**config.mk**
```make
export PLATFORM = sky130hd
export DESIGN_NAME = adc_conversion_timing
export DESIGN_NICKNAME = d
export VERILOG_FILES = /design/src/adc_timing_pkg.sv /design/src/adc_tick_if.sv /design/src/adc_mod_divider.sv /design/src/adc_conversion_timing.sv
export VERILOG_INCLUDE_DIRS = /design/src
export SDC_FILE = /design/constraint.sdc
export NUM_CORES = 1
export LEC_CHECK = 0
export ABC_AREA = 1
export BUFFER_PORTS_ARGS = -buffer_cell sky130_fd_sc_hd__buf_2
export CORE_MARGIN = 2
export CORE_UTILIZATION = 62
export DETAILED_ROUTE_END_ITERATION = 16
export PLACE_DENSITY = 0.93
export SLEW_MARGIN = 0
export SYNTH_ARGS = -nofsm -noshare
export SYNTH_HDL_FRONTEND = slang
export SYNTH_SLANG_ARGS = --single-unit
```
**constraint.sdc**
```tcl
create_clock -name clk -period 5.29 [get_ports clk]
set_clock_uncertainty 0.1 [all_clocks]
set_input_delay 1.058 -clock clk [delete_from_list [all_inputs] [get_ports clk]]
set_output_delay 1.058 -clock clk [all_outputs]
set_load 0.1 [all_outputs]
```
**src/adc_timing_params.svh**
```systemverilog
// Constants for the conversion timing core
`ifndef ADC_TIMING_PARAMS_SVH
`define ADC_TIMING_PARAMS_SVH
`define CODE_MAX 24'h7fffff
`define CODE_MIN 24'h800000
`define CONV_HS_CLKS 10'h100
`define CONV_HR_CLKS 10'h200
`define FRAME_SHORT 10'h100
`define FRAME_LONG 10'h200
`define FRAME_TOL 10'h008
`define FRAME_CNT_MAX 10'h3ff
`define FRAME_LONG_RESET 1'b1
// Divider code zero stands for eight
`define MOD_DIV_FAST 3'h2
`define MOD_DIV_MID 3'h4
`define MOD_DIV_SLOW 3'h0
`define SRC_CLK_PERIOD_NS 800
`define SYS_CLK_PERIOD_NS 100
`endif

```
**src/adc_timing_pkg.sv**
```systemverilog
// Types for the conversion timing core
package adc_timing_pkg;
	typedef enum logic [1:0] {MODE_HS, MODE_HR, MODE_LP} op_mode_e;
	typedef enum logic [1:0] {FMT_SPI, FMT_MOD, FMT_FRAME} fmt_e;
endpackage

```
**src/adc_tick_if.sv**
```systemverilog
// Conversion clock events shared between core and rate divider
`timescale 1ns/1ps
interface adc_tick_if;
	logic conv_edge;
	logic [2:0] mod_div;
	logic mod_strobe;
	modport core (output conv_edge, output mod_div, input mod_strobe);
	modport div (input conv_edge, input mod_div, output mod_strobe);
endinterface

```
**src/adc_mod_divider.sv**
```systemverilog
// Modulator sample strobe divider
`timescale 1ns/1ps
`include "adc_timing_params.svh"
module adc_mod_divider (
	input wire logic clk,
	input wire logic reset_n,
	adc_tick_if.div tick
);
	logic [2:0] cnt;
	logic [2:0] next_cnt;
	logic strobe;
	logic next_strobe;
	always_comb begin
		next_cnt = cnt;
		next_strobe = 1'b0;
		if (tick.conv_edge) begin
			// Code zero minus one wraps to seven, so it divides by eight
			if (cnt == tick.mod_div - 3'h1) begin
				next_cnt = 3'h0;
				next_strobe = 1'b1;
			end else begin
				next_cnt = cnt + 3'h1;
			end
		end
	end
	always_ff @(posedge clk or negedge reset_n) begin
		if (!reset_n) begin
			cnt <= 3'h0;
			strobe <= 1'b0;
		end else begin
			cnt <= next_cnt;
			strobe <= next_strobe;
		end
	end
	assign tick.mod_strobe = strobe;
endmodule // adc_mod_divider

```
**src/adc_conversion_timing.sv**
```systemverilog
// Conversion timing core: rates, frame detection, result coding
// Operation
// - A full-scale positive input gives code 7fffff.
// - A full-scale negative input gives code 800000.
// - High-speed conversions last 256 conversion clocks.
// - High-resolution and low-power in SPI format last 512 conversion clocks.
// - In frame-sync format the frame length of 256 or 512 is detected automatically.
// - The modulator rate is clock/2, /4 or /8 by mode, format and frame length.
// - In high-resolution and low-power, a 256 frame keeps the data rate at half the clock of a 512 frame; high-speed ignores the frame length.
// - Results come at a fixed fraction of the conversion clock.
// - A bypass presents the raw modulator bit instead of filtered results.
// - Configuration comes only from pin levels; there are no registers.
// - Three modes are offered: high-speed, high-resolution, low-power.
// - Results leave over an SPI or frame-sync link.
`timescale 1ns/1ps
`include "adc_timing_params.svh"
module adc_conversion_timing #(
	parameter int DATA_W = 24
) (
	input wire logic clk,
	input wire logic reset_n,
	input wire logic conv_clk,
	input wire logic frame_boundary_input,
	input wire adc_timing_pkg::op_mode_e mode_sel,
	input wire adc_timing_pkg::fmt_e format_sel,
	input wire logic signed [DATA_W:0] sample_in,
	input wire logic signed [DATA_W:0] ref_in,
	input wire logic mod_bit_in,
	output logic [DATA_W-1:0] result,
	output logic result_valid,
	output logic mod_bit_out,
	output logic mod_sample,
	output logic frame_is_long,
	output logic bypass_active
);
	// Pin configuration only, no registers
	logic [1:0] pin_raw;
	logic [1:0] pin_level;
	logic cclk_level;
	logic frame_boundary_input_level;
	logic [9:0] conv_cnt;
	logic [9:0] next_conv_cnt;
	logic [9:0] frame_cnt;
	logic [9:0] next_frame_cnt;
	logic long_frame;
	logic next_long_frame;
	logic [DATA_W-1:0] next_result;
	logic next_valid;
	logic next_mod_bit;
	logic conv_rise;
	logic frame_boundary_input_rise;
	logic [9:0] conv_len;
	logic next_bypass;
	adc_tick_if tick ();

	function automatic logic near_len(input logic [9:0] n, input logic [9:0] target);
		near_len = (n + `FRAME_TOL >= target) && (n <= target + `FRAME_TOL);
	endfunction

	// A short frame only matters in frame-sync format; SPI always runs the long ratios
	function automatic logic short_frame(input adc_timing_pkg::fmt_e fmt, input logic is_long);
		short_frame = (fmt == adc_timing_pkg::FMT_FRAME) && !is_long;
	endfunction

	// Three-stage sampling; a change counts when stages two and three agree
	// One copy per pin, so both pins see the same delay and their edges stay aligned
	assign pin_raw = {frame_boundary_input, conv_clk};
	for (genvar p = 0; p < 2; p++) begin : g_pin
		logic [2:0] stages;
		logic [2:0] next_stages;
		logic level;
		logic next_level;
		always_comb begin
			next_stages = {stages[1:0], pin_raw[p]};
			next_level = level;
			if (stages[1] == stages[2])
				next_level = stages[2];
		end
		always_ff @(posedge clk or negedge reset_n) begin
			if (!reset_n) begin
				stages <= 3'h0;
				level <= 1'b0;
			end else begin
				stages <= next_stages;
				level <= next_level;
			end
		end
		assign pin_level[p] = level;
	end
	assign cclk_level = pin_level[0];
	assign frame_boundary_input_level = pin_level[1];
	logic cclk_prev;
	logic frame_boundary_input_prev;
	always_ff @(posedge clk or negedge reset_n) begin
		if (!reset_n) begin
			cclk_prev <= 1'b0;
			frame_boundary_input_prev <= 1'b0;
		end else begin
			cclk_prev <= cclk_level;
			frame_boundary_input_prev <= frame_boundary_input_level;
		end
	end
	// Conversion clock is supplied from outside; nothing runs without it
	assign conv_rise = cclk_level & ~cclk_prev;
	assign frame_boundary_input_rise = frame_boundary_input_level & ~frame_boundary_input_prev;

	// Conversion length by mode, format and detected frame
	always_comb begin
		conv_len = `CONV_HR_CLKS;
		if (mode_sel == adc_timing_pkg::MODE_HS)
			conv_len = `CONV_HS_CLKS;
		else if (short_frame(format_sel, long_frame))
			conv_len = `CONV_HS_CLKS;
	end

	// Modulator divider: HS /4; HR /4 or /2 with short frame; LP /8 or /4
	always_comb begin
		tick.mod_div = `MOD_DIV_MID;
		unique case (mode_sel)
			adc_timing_pkg::MODE_HS: tick.mod_div = `MOD_DIV_MID;
			adc_timing_pkg::MODE_HR: tick.mod_div =
				short_frame(format_sel, long_frame) ? `MOD_DIV_FAST : `MOD_DIV_MID;
			adc_timing_pkg::MODE_LP: tick.mod_div =
				short_frame(format_sel, long_frame) ? `MOD_DIV_MID : `MOD_DIV_SLOW;
			default: tick.mod_div = `MOD_DIV_MID;
		endcase
	end
	assign tick.conv_edge = conv_rise;
	adc_mod_divider u_div (
		.clk(clk),
		.reset_n(reset_n),
		.tick(tick)
	);

	// Frame length detection; ratios other than 256 or 512 are the host's fault
	always_comb begin
		next_frame_cnt = frame_cnt;
		next_long_frame = long_frame;
		if (frame_boundary_input_rise) begin
			next_frame_cnt = 10'h0;
			if (near_len(frame_cnt, `FRAME_LONG))
				next_long_frame = 1'b1;
			else if (near_len(frame_cnt, `FRAME_SHORT))
				next_long_frame = 1'b0;
		end else if (conv_rise && frame_cnt != `FRAME_CNT_MAX) begin
			next_frame_cnt = frame_cnt + 10'h1;
		end
	end

	// Detection starts at the long ratio until a frame has been measured
	always_ff @(posedge clk or negedge reset_n) begin
		if (!reset_n) begin
			frame_cnt <= 10'h0;
			long_frame <= `FRAME_LONG_RESET;
		end else begin
			frame_cnt <= next_frame_cnt;
			long_frame <= next_long_frame;
		end
	end

	// Saturating two's complement coding, linear in between
	function automatic logic [DATA_W-1:0] code_of(input logic signed [DATA_W:0] v,
		input logic signed [DATA_W:0] r);
		if (v >= r)
			code_of = `CODE_MAX;
		else if (v <= -r)
			code_of = `CODE_MIN;
		else
			code_of = v[DATA_W-1:0];
	endfunction

	// One result per conversion period outside bypass format, fixed ratio to the clock
	always_comb begin
		next_conv_cnt = conv_cnt;
		next_result = result;
		next_valid = 1'b0;
		if (conv_rise) begin
			if (conv_cnt + 10'h1 >= conv_len) begin
				next_conv_cnt = 10'h0;
				if (format_sel != adc_timing_pkg::FMT_MOD) begin
					next_result = code_of(sample_in, ref_in);
					next_valid = 1'b1;
				end
			end else begin
				next_conv_cnt = conv_cnt + 10'h1;
			end
		end
	end

	always_ff @(posedge clk or negedge reset_n) begin
		if (!reset_n) begin
			conv_cnt <= 10'h0;
			result <= '0;
			result_valid <= 1'b0;
		end else begin
			conv_cnt <= next_conv_cnt;
			result <= next_result;
			result_valid <= next_valid;
		end
	end

	// Bypass passes the raw bit on each modulator strobe
	// The flag is registered with the bit so both change on the same edge
	always_comb begin
		next_bypass = (format_sel == adc_timing_pkg::FMT_MOD);
		next_mod_bit = mod_bit_out;
		if (next_bypass && tick.mod_strobe)
			next_mod_bit = mod_bit_in;
	end

	always_ff @(posedge clk or negedge reset_n) begin
		if (!reset_n) begin
			mod_bit_out <= 1'b0;
			bypass_active <= 1'b0;
		end else begin
			mod_bit_out <= next_mod_bit;
			bypass_active <= next_bypass;
		end
	end

	assign mod_sample = tick.mod_strobe;
	assign frame_is_long = long_frame;
endmodule // adc_conversion_timing

```
==> metrics <==
core area=0.00769 mm²; CP required=5.47 ns; Leak=2.90 nW; CTS tree=done; sequential share of the synthesized area=31.8%; Ys Warns=0; measured slew at the worst slew-check pin=0.763 ns; Initial DRC Count=249; share of cells above drive strength 1=21.2%; vias in the first global route=4,681; Cell Area, Synth=0.00489 mm²; GPL Wtd Cong=0.940; Area contributors post-synth=dfrtp_1 (31%), ha_1 (16%), nand2_1 (9.4%), inv_1 (6.8%), nand3_1 (5.9%); Hold Startpoint=g_pin[0].stages[0]; Die X=92.8 µm; H-tree levels=3; f_max=0.236 GHz; Max-Cap Viols=0; worst-path fanout max=24; initial antenna violation count=0; hold_buf cts=0; clock-pin slew on the worst setup and hold paths=0.07 ns; RR Startpoint=conv_cnt[4]; Worst EP arrival=4.41 ns; post-route design area=0.00561 mm²; RSZ-0062 raised after global routing=no; post-synth top area cell=dfrtp_1; Power per Cell Area=416 mW/mm²; Initial Util=63.6%; Final Cycle Share=80.0%; cts bufs inserted=9; r2r worst-path depth=16; fill count=604; Yosys reg bits=62; Post-Synthesis Cells=631; Hold Path Cell Cnt=0; # rows=32; CTS Buffer Depth=2; Final Hold Viols=0; min Tclk post-route=4.23 ns; Area growth syn-to-layout=14.9%; first-pass GRT wire length=20.1 mm; clk root buf=clkbuf_8; Avg Cell Area, Syn=7.74 µm²; total track usage=29.1%; Hold Path Sink=g_pin[0].stages[1]; ant diodes=0; WL/cell=14.2 µm; Min-Delay Path Class=flop to flop; post-CTS setup repair buffer count=0; status=completed; Final HPWL DP=9.53 mm; post-route ant nets=0; Mapped Nets=751; Final Setup Violations=0; Die Area=0.00861 mm²; Slew headroom=49.1%; Placed Area=0.00539 mm²; fin util=73.0%; worst-skew pair later-pin latency=0.36 ns; most common cell after layout, fill and taps aside=nand2_1; TNS Setup=0 ns; highest metal used=met4; First-pass DRT Iterations=4; WL met2=5.97 mm; total clock sinks=62; worst setup path startpoint=ref_in[1]; Yosys cell types=39; maximum vdd drop=247 µV; critical path class=primary input to flop; I/O pins=88; largest net degree at the start of global routing=63; Worst Setup End Kind=flop; DR WL met3=658 µm; Nets=842; M1 WL=4.78 mm; DRC Markers=0; number of port buffers=87; vias=4,564; post-synth top area share=31.2%; max-slew violations=0; Die Ht=92.8 µm; most frequent cells in the layout=nand2_1 (122), inv_1 (88), buf_2 (87); r2r setup slk=2.27 ns; RR Endpoint=result[0]; post-cts gate resize count=0; vias per cell=5.51; startpoint types=primary input; Overflow after GRT=0; total wire length=11.7 mm
## per-stage QoR
stage	total power (W)	worst slack, ns	cells	hold slack (ns)
4_1_cts	0.00234	1.09	829	0.264
2_1_floorplan	0.00162	1.43	631	0.231
5_1_grt	0.00244	0.647	829	0.268
3_3_place_gp	0.00182	0.894	813	0.235
3_5_place_dp	0.00186	0.725	813	0.246
6_report	0.00233	1.06	829	0.260
## per-layer routing
metal	vias to the layer above	global-route usage (%)
li1	2245	-
met5	-	0
met4	0	13.5
met1	2138	33.3
met2	148	52.5
met3	33	5.21
## kinds of logic (layout without fill, tap and decap cells)
family,Yosys count,after routing,share of synthesized area (%)
AO/OA/AOI/OAI,78,78,10.1
XOR/XNOR,30,30,5.38
adder cells (fa/ha/maj),63,63,16.0
buffers and inverters,102,198,8.83
flip-flops,62,62,31.8
multiplexers,1,1,0.230
AND/OR/NAND/NOR,295,295,27.6
## how the worst max path moves through the flow
stage          depth (start not counted)         end  slack, ns
3_3_place_gp                          20  result[20]       0.89
5_1_grt                               22  result[21]       0.65
4_1_cts                               20  result[14]       1.09
3_5_place_dp                          20   result[4]       0.73
6_report                              20  result[14]       1.06
2_1_floorplan                         20  result[13]       1.43
## power breakdown
group | internal [W] | switching [W]
combinational | 0.000236 | 0.000941
sequential | 0.000597 | 0.0000865
clock | 0.000271 | 0.000203
## cell type report
type / count / area [µm²] / area share (%)
flip-flops and latches: 62 / 1550 / 27.7
well taps: 102 / 128 / 2.27
clock inverters: 7 / 103 / 1.83
clock buffers: 9 / 124 / 2.21
multi-input cells: 467 / 2900 / 51.7
inverters: 92 / 348 / 6.20
repair buffers: 90 / 458 / 8.16
## flip-flops by register name, indices dropped and copies added, names as in the netlist
name and flops:
g_pin.stages 6, u_div.cnt 3, bypass_active 1, frame_is_long 1, frame_boundary_input_prev 1, result_valid 1
frame_cnt 10, u_div.tick.mod_strobe 1, frame_boundary_input_level 1, mod_bit_out 1, conv_cnt 10, cclk_level 1
cclk_prev 1, result 24
## critical path, stage by stage
cell and delay [ns]:
buf_2 0.10, inv_1 0.08, ha_1 0.19, nand2_1 0.07
nor2_1 0.08, nand2_1 0.08, nor2_1 0.20, nand4_1 0.21
nor2_1 0.20, nand2_1 0.13, o21ai_0 0.17, o21ai_0 0.11
ha_1 0.31, a21o_1 0.19, nand3_1 0.07, nand3_1 0.09
nand3b_1 0.16, nand2_1 0.50, nand3_1 0.23, a21oi_2 0.18
## synthesized netlist by cell type
cell / instances
a21o_1: 5
a21oi_1: 24
a21oi_2: 20
and2_1: 1
buf_1: 1
buf_2: 4
buf_6: 1
buf_8: 3
clkbuf_1: 1
dfrtp_1: 61
dfstp_2: 1
ha_1: 61
inv_1: 88
inv_2: 3
inv_4: 1
maj3_1: 2
mux2_2: 1
nand2_1: 122
nand2_2: 1
nand2_4: 2
nand3_1: 58
nand3_2: 1
nand3b_1: 2
nand4_1: 14
nand4_4: 1
nor2_1: 63
nor2_2: 13
nor2_8: 1
nor3_1: 11
nor3_2: 2
nor3b_1: 1
nor4_1: 1
o21a_1: 1
o21ai_0: 18
o21ai_1: 1
o22ai_1: 7
o31ai_1: 2
or2_2: 1
xor2_1: 30
(Power assumes the default switching activity.)
